$ cat config.mk
export PLATFORM = sky130hd
export DESIGN_NAME = dtop_regs
export DESIGN_NICKNAME = d
export VERILOG_FILES = /design/src/hdl/dtop_pkg.sv /design/src/hdl/dtop_regs.sv /design/src/hdl/dtop_sync.sv
export SDC_FILE = /design/constraint.sdc
export NUM_CORES = 1
export LEC_CHECK = 0
export BUFFER_PORTS_ARGS = -buffer_cell sky130_fd_sc_hd__buf_4
export CAP_MARGIN = 20
export CORE_MARGIN = 3
export CORE_UTILIZATION = 57
export DETAILED_ROUTE_END_ITERATION = 12
export PLACE_DENSITY = 0.9
export SLEW_MARGIN = 20
export SYNTH_ARGS = -nofsm -noshare
export SYNTH_HDL_FRONTEND = slang
export SYNTH_SLANG_ARGS = --single-unit
export TNS_END_PERCENT = 1
$ cat constraint.sdc
create_clock -name clock -period 3.3 [get_ports clock]
set_clock_uncertainty 0.2 [all_clocks]
set_input_delay 0.495 -clock clock [delete_from_list [all_inputs] [get_ports clock]]
set_output_delay 0.495 -clock clock [all_outputs]
set_load 0.02 [all_outputs]
$ cat src/hdl/dtop_pkg.sv
// package: register map, field layout and carriers of the operating-point bank
package dtop_pkg;

  // ----------------------------------------------------------------------
  // register offsets
  // ----------------------------------------------------------------------
  localparam logic [7:0] DTOP_CFG1_OFS      = 8'h40;
  localparam logic [7:0] DTOP_PECI_TGT_OFS  = 8'h8A;
  localparam logic [7:0] DTOP_R1_TGT_OFS    = 8'h8B;
  localparam logic [7:0] DTOP_LOC_TGT_OFS   = 8'h8C;
  localparam logic [7:0] DTOP_R2_TGT_OFS    = 8'h8D;
  localparam logic [7:0] DTOP_CTRL1_OFS     = 8'h8E;

  // ----------------------------------------------------------------------
  // reset values
  // ----------------------------------------------------------------------
  localparam logic [7:0] DTOP_PECI_TGT_RST  = 8'hFB;
  localparam logic [7:0] DTOP_R1_TGT_RST    = 8'h64;
  localparam logic [7:0] DTOP_LOC_TGT_RST   = 8'h64;
  localparam logic [7:0] DTOP_R2_TGT_RST    = 8'h64;
  localparam logic [7:0] DTOP_CTRL1_RST     = 8'h00;

  // ----------------------------------------------------------------------
  // control register 1 field positions
  // ----------------------------------------------------------------------
  localparam int DTOP_CYC_MSB_BIT  = 0;
  localparam int DTOP_VLOW_BIT     = 1;
  localparam int DTOP_R1_HOLD_BIT  = 2;
  localparam int DTOP_LOC_HOLD_BIT = 3;
  localparam int DTOP_R2_HOLD_BIT  = 4;
  localparam int DTOP_R1_EN_BIT    = 5;
  localparam int DTOP_LOC_EN_BIT   = 6;
  localparam int DTOP_R2_EN_BIT    = 7;

  // ----------------------------------------------------------------------
  // carriers
  // ----------------------------------------------------------------------
  // one register-port access, sampled on the device clock
  typedef struct packed {
    logic       wr;
    logic       rd;
    logic [7:0] addr;
    logic [7:0] wdata;
  } dtop_req_t;

  // current readings of the channels, same encoding as the targets
  typedef struct packed {
    logic [7:0] remote1;
    logic [7:0] local_t;
    logic [7:0] remote2;
  } dtop_temps_t;

  // suspension and enable outputs toward the fan loop
  typedef struct packed {
    logic       remote1_adaptive_enable;
    logic       local_adaptive_enable;
    logic       remote2_adaptive_enable;
    logic       cpu_throttle_monitor;
    logic       shutdown_allowed;
    logic       core_low_status;
    logic       core_low_alert;
  } dtop_ctl_t;

endpackage

$ cat src/hdl/dtop_regs.sv
// operating-point and adaptive floor control register bank
`timescale 1ns/10ps
module dtop_regs
  import dtop_pkg::*;
(
  input  wire logic        clock,
  input  wire logic        reset_n,
  input  dtop_req_t        req,
  output logic      [7:0]  rdata,
  input  wire logic        cfg_lock,
  input  dtop_temps_t      temps,
  input  wire logic        overtemp_pin_n,
  input  wire logic        standby_power,
  input  wire logic        core_below_limit,
  input  wire logic        core_low_alert_mask,
  output dtop_ctl_t        ctl,
  output logic      [7:0]  peci_tgt,
  output logic      [7:0]  remote1_tgt,
  output logic      [7:0]  local_tgt,
  output logic      [7:0]  remote2_tgt,
  output logic             remote2_cycle_code_msb
);

  // ----------------------------------------------------------------------
  // state
  // ----------------------------------------------------------------------
  // every register of the bank plus the registered outputs
  typedef struct packed {
    logic [7:0] peci_target_temp;
    logic [7:0] remote1_target_temp;
    logic [7:0] local_target_temp;
    logic [7:0] remote2_target_temp;
    logic [7:0] adaptive_floor_ctrl_one;
    logic [7:0] rdata;
    dtop_ctl_t  ctl;
    logic [7:0] peci_tgt;
    logic [7:0] remote1_tgt;
    logic [7:0] local_tgt;
    logic [7:0] remote2_tgt;
  } dtop_state_t;

  // registered state, its next value and the synchronised pin levels
  dtop_state_t state;
  dtop_state_t next_state;
  logic [2:0]  pins_sync;
  logic        overtemp_active;
  logic        standby_s;
  logic        core_below_s;

  // ----------------------------------------------------------------------
  // pin synchronisers
  // ----------------------------------------------------------------------
  // all three pins come from the sensing front end, asynchronous to clock
  dtop_sync #(
    .WIDTH (3)
  ) u_sync (
    .clock    (clock),
    .reset_n  (reset_n),
    .async_in ({~overtemp_pin_n, standby_power, core_below_limit}),
    .sync_out (pins_sync)
  );

  // bit order follows the concatenation at the synchroniser input
  assign overtemp_active = pins_sync[2];
  assign standby_s       = pins_sync[1];
  assign core_below_s    = pins_sync[0];

  // ----------------------------------------------------------------------
  // read and hold-copy helpers
  // ----------------------------------------------------------------------
  // read mux shared by the register port; unmapped offsets, the lock
  // register among them, read as zero
  function automatic logic [7:0] read_reg(input dtop_state_t s,
                                          input logic [7:0]  a);
    case (a)
      DTOP_PECI_TGT_OFS: read_reg = s.peci_target_temp;
      DTOP_R1_TGT_OFS:   read_reg = s.remote1_target_temp;
      DTOP_LOC_TGT_OFS:  read_reg = s.local_target_temp;
      DTOP_R2_TGT_OFS:   read_reg = s.remote2_target_temp;
      DTOP_CTRL1_OFS:    read_reg = s.adaptive_floor_ctrl_one;
      default:           read_reg = 8'h00;
    endcase
  endfunction

  // hold-on-overtemp copy: the reading replaces the target every cycle
  // while the synchronised pin is active and the channel's hold bit is set
  function automatic logic [7:0] hold_copy(input logic       active,
                                           input logic       hold,
                                           input logic [7:0] reading,
                                           input logic [7:0] current);
    if (active && hold) begin
      hold_copy = reading;
    end else begin
      hold_copy = current;
    end
  endfunction

  // ----------------------------------------------------------------------
  // next-state logic
  // ----------------------------------------------------------------------
  // one process for the whole next state; unmapped writes fall through
  always_comb begin
    logic       wr_ok;
    logic       core_low;
    logic [7:0] c1;
    wr_ok      = 1'b0;
    core_low   = 1'b0;
    c1         = 8'h00;
    next_state = state;

    // writes are dropped silently while locked; no error is signalled
    wr_ok = req.wr && !cfg_lock;
    if (wr_ok) begin
      case (req.addr)
        DTOP_PECI_TGT_OFS:
          next_state.peci_target_temp = req.wdata;
        DTOP_R1_TGT_OFS:
          next_state.remote1_target_temp = req.wdata;
        DTOP_LOC_TGT_OFS:
          next_state.local_target_temp = req.wdata;
        DTOP_R2_TGT_OFS:
          next_state.remote2_target_temp = req.wdata;
        DTOP_CTRL1_OFS:
          next_state.adaptive_floor_ctrl_one = req.wdata;
        default: ;
      endcase
    end

    // control fields act from the registered copy, one cycle after a write
    c1 = state.adaptive_floor_ctrl_one;

    // hardware copy wins over a same-cycle software write, so the
    // captured trip temperature is never lost
    next_state.remote1_target_temp =
      hold_copy(overtemp_active, c1[DTOP_R1_HOLD_BIT], temps.remote1,
                next_state.remote1_target_temp);
    next_state.local_target_temp =
      hold_copy(overtemp_active, c1[DTOP_LOC_HOLD_BIT], temps.local_t,
                next_state.local_target_temp);
    // the remote 2 hold bit is only stored; its copy sits with the
    // remote 2 channel logic outside this bank

    // core-low suspension is a level: it lifts when the voltage recovers
    // status and alert are levels; the sticky status bit is kept outside
    core_low = c1[DTOP_VLOW_BIT] && standby_s && core_below_s;
    next_state.ctl.core_low_status = core_low;
    next_state.ctl.core_low_alert  = core_low
                                     && !core_low_alert_mask;
    next_state.ctl.cpu_throttle_monitor = !core_low;
    next_state.ctl.shutdown_allowed     = !core_low;
    next_state.ctl.remote1_adaptive_enable =
      c1[DTOP_R1_EN_BIT] && !core_low;
    next_state.ctl.local_adaptive_enable =
      c1[DTOP_LOC_EN_BIT] && !core_low;
    next_state.ctl.remote2_adaptive_enable =
      c1[DTOP_R2_EN_BIT] && !core_low;

    // targets handed to the fan loop, one cycle behind the registers
    // the fan loop only acts on a target while its channel is enabled
    next_state.peci_tgt    = state.peci_target_temp;
    next_state.remote1_tgt = state.remote1_target_temp;
    next_state.local_tgt   = state.local_target_temp;
    next_state.remote2_tgt = state.remote2_target_temp;

    // rdata keeps the last read value between reads
    next_state.rdata = req.rd ? read_reg(state, req.addr) : state.rdata;
  end

  // ----------------------------------------------------------------------
  // state register
  // ----------------------------------------------------------------------
  // async reset loads the power-on value of every register; the
  // adaptive enables stay low until software sets them
  always_ff @(posedge clock or negedge reset_n) begin
    if (!reset_n) begin
      state                         <= '0;
      state.peci_target_temp        <= DTOP_PECI_TGT_RST;
      state.remote1_target_temp     <= DTOP_R1_TGT_RST;
      state.local_target_temp       <= DTOP_LOC_TGT_RST;
      state.remote2_target_temp     <= DTOP_R2_TGT_RST;
      state.adaptive_floor_ctrl_one <= DTOP_CTRL1_RST;
      state.peci_tgt                <= DTOP_PECI_TGT_RST;
      state.remote1_tgt             <= DTOP_R1_TGT_RST;
      state.local_tgt               <= DTOP_LOC_TGT_RST;
      state.remote2_tgt             <= DTOP_R2_TGT_RST;
      state.ctl.cpu_throttle_monitor <= 1'b1;
      state.ctl.shutdown_allowed     <= 1'b1;
    end else begin
      state <= next_state;
    end
  end

  // ----------------------------------------------------------------------
  // outputs
  // ----------------------------------------------------------------------
  // outputs straight from flip-flops
  assign rdata       = state.rdata;
  assign ctl         = state.ctl;
  assign peci_tgt    = state.peci_tgt;
  assign remote1_tgt = state.remote1_tgt;
  assign local_tgt   = state.local_tgt;
  assign remote2_tgt = state.remote2_tgt;
  assign remote2_cycle_code_msb =
    state.adaptive_floor_ctrl_one[DTOP_CYC_MSB_BIT];

endmodule

$ cat src/hdl/dtop_sync.sv
// two-flop synchroniser for pins arriving from outside the clock domain
`timescale 1ns/10ps
module dtop_sync
  import dtop_pkg::*;
#(
  parameter int WIDTH = 1
) (
  input  wire logic             clock,
  input  wire logic             reset_n,
  input  wire logic [WIDTH-1:0] async_in,
  output logic      [WIDTH-1:0] sync_out
);

  typedef struct packed {
    logic [WIDTH-1:0] first;
    logic [WIDTH-1:0] second;
  } dtop_sync_state_t;

  dtop_sync_state_t state;
  dtop_sync_state_t next_state;

  // first stage feeds only the second stage
  always_comb begin
    next_state.first  = async_in;
    next_state.second = state.first;
  end

  always_ff @(posedge clock or negedge reset_n) begin
    if (!reset_n) begin
      state <= '0;
    end else begin
      state <= next_state;
    end
  end

  assign sync_out = state.second;

endmodule
# Word level (Yosys, flattened, before mapping)
# Index checks and enable logic that the tools add are counted.
[totals]
reg_bits = 92
in_bits = 49
elab_cells = 53
[op_classes]
eq_ne = 5
muxes = 8
bitwise = 1
n_reduce_logical = 21
[ops]
columns = ["cell", "n"]
rows = [
  ["two-way mux 8 bit", 6],
  ["== test 8 bit, second input constant", 5],
  ["case mux 8 bit (5 select lines)", 1],
  ["two-way mux 32 bit", 1],
  ["AND reduction 2 bit", 5],
  ["logical AND 1 bit", 9],
  ["nonzero test 2 bit", 4],
  ["logical NOT 1 bit", 3],
  ["NOT 1 bit", 1],
]

# Depth between registers and ports, before layout
[logic_depth]
ltp_word = 4
mapped_depth = 6
mapped_depth_nobuf = 4

# By module
# Synthesis repeated with hierarchy kept, for this count alone.
[unflattened]
hier_cells = 302
hier_area_um2 = 3977.6
[by_module_without_submodules]
columns = ["mod", "instances", "cells_each", "area_per_inst_um2"]
rows = [
  ["dtop_regs", 1, 296, 3827.4],
  ["dtop_sync", 1, 6, 150.1],
]

# Least setup slack after synthesis
# Ideal clock, no wire load.
[synth_timing]
path_kind = "input port to flip-flop"
from = "input req[13] in the netlist's numbering"
to = "register state (netlist bit next_state[16])"
setup_ns = 0.137
arrival_time_ns = 1.869
required_ns = 2.963
path_slack_ns = 1.094
cell_stages = 6
n_path_buf = 2
cell_sequence = "or3_1 buf_2 or4_4 buf_6 mux2i_1 a21oi_1"
[synth_between]
elab_chain_cells = 3
[synth_rtl]
columns = ["item", "line_no", "source"]
rows = [
  ["from (decl)", "dtop_regs.sv:8", "input dtop_req_t req,"],
  ["== test 8 bit", "dtop_regs.sv:114", "case (req.addr)"],
  ["nonzero test 2 bit (no line)", "n/a", ""],
  ["AND reduction 2 bit (no line)", "n/a", ""],
  ["to (signal assigned)", "dtop_regs.sv:189", "state <= next_state;"],
  ["to (decl)", "dtop_regs.sv:43", "dtop_state_t state;"],
]
# Every way passes these cells.
# A chain may end at the register's enable or synchronous reset.

# Worst setup path in the final report
[layout_timing]
from = "input req[13] in the netlist's numbering"
to = "register state (netlist bit next_state[4])"
[layout_between]
elab_chain_cells = 2
[layout_rtl]
columns = ["item", "line_no"]
rows = [
  ["== test 8 bit", "dtop_regs.sv:114"],
  ["AND reduction 2 bit (no line)", "n/a"],
]
# Every way passes these cells.

==> flow_summary.toml <==
[outcome]
status = "finished, violations left"
failed_checks = "hold timing"

[logic_synthesis]
synth_seq_area_share_pct = 60.5
synth_top_area_share_pct = 38.1
synthXorXnorAreaFrac_pct = 0
synth_edf_count = 0
synth_cells = 305
synth-simple-area-share_pct = 10.1
ys_ff_latch = 92
yosys.area_share.adder_pct = 0
ys_warn_count = 0
yosysTopAreaCell = "dfrtp_1"
synth_ff_type = "dfrtp_1"
synthMuxAreaShare_pct = 11.6
synthArstFlopShare_pct = 100
synthTopCellsByArea = "dfrtp_1 (38%), dfstp_2 (22%), buf_4 (9.1%)"
synth_compound_area_share_pct = 6.11
syn_nets = 354
netlist_area_um2 = 3870
avgSynthCellArea_um2 = 12.7
yosys.cell_types.count = 33
synth_top_family_by_area = "buffers and inverters"

[finish]
final_common_cell = "buf_4"
utilization_pct = 68.3
final_cell_mix = "buf_4 (88), dfrtp_1 (59), dfstp_2 (33)"
area_growth_pct = 13.9
final_cell_area_um2 = 4410
num_antenna_cells = 0
layout-drive-gt1-share_pct = 48.9
nNetsFinal = 394

[global_routing]
grt_antenna_before_repair = 0
first_global_vias = 2513
grt_overflow = 0
grt_pass1_wl_mm = 12.8
grt_use_total_pct = 22.5
grt_max_degree = 93

[routing]
routed_wl_mm = 8.26
vias = 2462
drc = 0
ant_nets = 0
drt-wirelength-per-cell_um = 19.4
drt_iter0_markers = 288
via_per_inst = 5.77
firstDrtPassIters = 6

[clock_tree]
numCtsBuffers = 9
tritoncts = "yes"
post_cts_buffers = 0
clock-sinks = 92
postCtsHoldBufs = 0
cts_root_buf = "clkbuf_8"
clk_pin_slew_ns = 0.09
clk_latency_ns = 0.37
clockBufferDepth = 2
ctsHtreeMaxLevel = 3
cts_resized = 0

[timing]
fmax_mhz = 459
maxSlewHeadroom_pct = 47.0
timing.hold.ws_ns = -0.00432
slew_violations = 0
period_share_pct = 66.1
fin_crit_ns = 2.18
setup_viol = 0
rsz0062_at_grt = "no"
tns_ns = 0
worstMarginPinSlew_ns = 0.790
hold_violations = 5

[power_and_ir_drop]
p_leak_uw = 0.00214
power_density_nw_per_um2 = 496
ir_drop_mv = 0.322

[floorplan]
dieArea_um2 = 7820
io_pins = 97
fp.dieH_um = 88.4
coreArea_um2 = 6460
start_util_pct = 59.9
die_x_um = 88.4
rows = 29

[placement]
dp_hpwl_mm = 5.69
port-buffer-count = 88
place_area_um2 = 4220
gp_congestion = 0.877

[setup_path]
endpoint_kind = "flip-flop"
critPathArrivalTime_ns = 2.23
r2r_slack_ns = 1.75
worstPathRequired_ns = 3.35
crit_buf_inv = 1
reg2reg_depth = 3
timing.rr.end = "rdata[4]"
cpPeakStageDelay_ns = 0.71
crit_fanout = 8
reg2reg_from = "next_state[4]"
cp_num_cells = 4
critPathKind = "input pin to flip-flop"
cp-start-kind = "input pin"
crit_chain = "buf_4, or3_1, nor3_2, mux2_2"
critical_path.top_delay_family = "simple AND/OR/NAND/NOR gates"
crit_slowest_cell = "nor3_2"

[hold_path]
holdCritPathClass = "input pin to async pin"

[flow_run]
drv_cap = 0
[worst reg2reg max path, cell delays in order (launching register included)]
cell and delay [ns]:
dfrtp_1 0.41, mux2_2 0.28, a222oi_1 0.41, o22ai_1 0.12
[Yosys cell counts (2+ instances only)]
cell type,instances
mux2i_1,10
nor4_4,2
buf_2,2
inv_1,11
nand3_1,26
clkbuf_1,7
nor2b_1,3
a222oi_1,7
o22ai_1,8
dfstp_2,33
buf_4,47
nand2_1,13
mux2_2,31
nor2_1,10
and2_1,4
dfrtp_1,59
buf_1,3
a22o_1,7
a21oi_1,8
[logic make-up (layout without fill, tap and decap cells)]
kind of cell           after synthesis  in the layout
multiplexers                        41             41
AO/OA/AOI/OAI                       32             32
AND/OR/NAND/NOR                     69             69
flip-flops                          92             92
buffers and inverters               71            116
[layout make-up]
type / count / area, um2
well taps: 77 / 96.3
multi-input cells: 142 / 1070
fillers: 472 / 2050
clock buffers: 13 / 159
flip-flops and latches: 92 / 2340
repair buffers: 89 / 672
inverters: 11 / 41.3
clock inverters: 3 / 22.5
[where the power goes]
group,switching [uW],internal (uW)
combinational,134,109
clock,380,317
sequential,36.7,1210
total,550,1640
[worst max-delay path by stage]
stage          startpoint              to  slack (ns)
4_1_cts           req[13]   next_state[4]        1.12
6_report          req[13]   next_state[4]        1.12
3_5_place_dp      req[13]   next_state[4]        0.73
2_1_floorplan     req[13]  next_state[16]        1.09
3_3_place_gp      req[13]   next_state[0]        0.77
5_1_grt           req[13]   next_state[0]        1.09
[flip-flops by register name (all words and copies together), names as in the netlist]
register and cells:
peci_tgt 8, ctl 6, remote2_cycle_code_msb 1, local_tgt 8, rdata 8, remote2_tgt 8, remote1_tgt 8, state 7
u_sync.next_state 3, next_state 32, u_sync.sync_out 3
[through the flow]
step | instances | hold slack (ns) | power, uW | setup slack, ns
2_1_floorplan | 305 | -0.000591 | 1410 | 1.09
3_5_place_dp | 411 | 0.136 | 1510 | 0.734
4_1_cts | 427 | 0.0228 | 2200 | 1.12
6_report | 427 | -0.00432 | 2190 | 1.12
3_3_place_gp | 411 | 0.132 | 1500 | 0.766
5_1_grt | 427 | 0.0180 | 2280 | 1.09
[routing by layer]
layer	track usage (%)	wire, um	share of wire (%)	up-vias
met3	5.31	600	7.3	31
met4	13.5	322	3.9	0
li1	-	-	-	1100
met5	0	0	0	-
met2	35.8	4110	50	123
met1	28.1	3230	39	1208
Power figures use the tool's default switching activity.
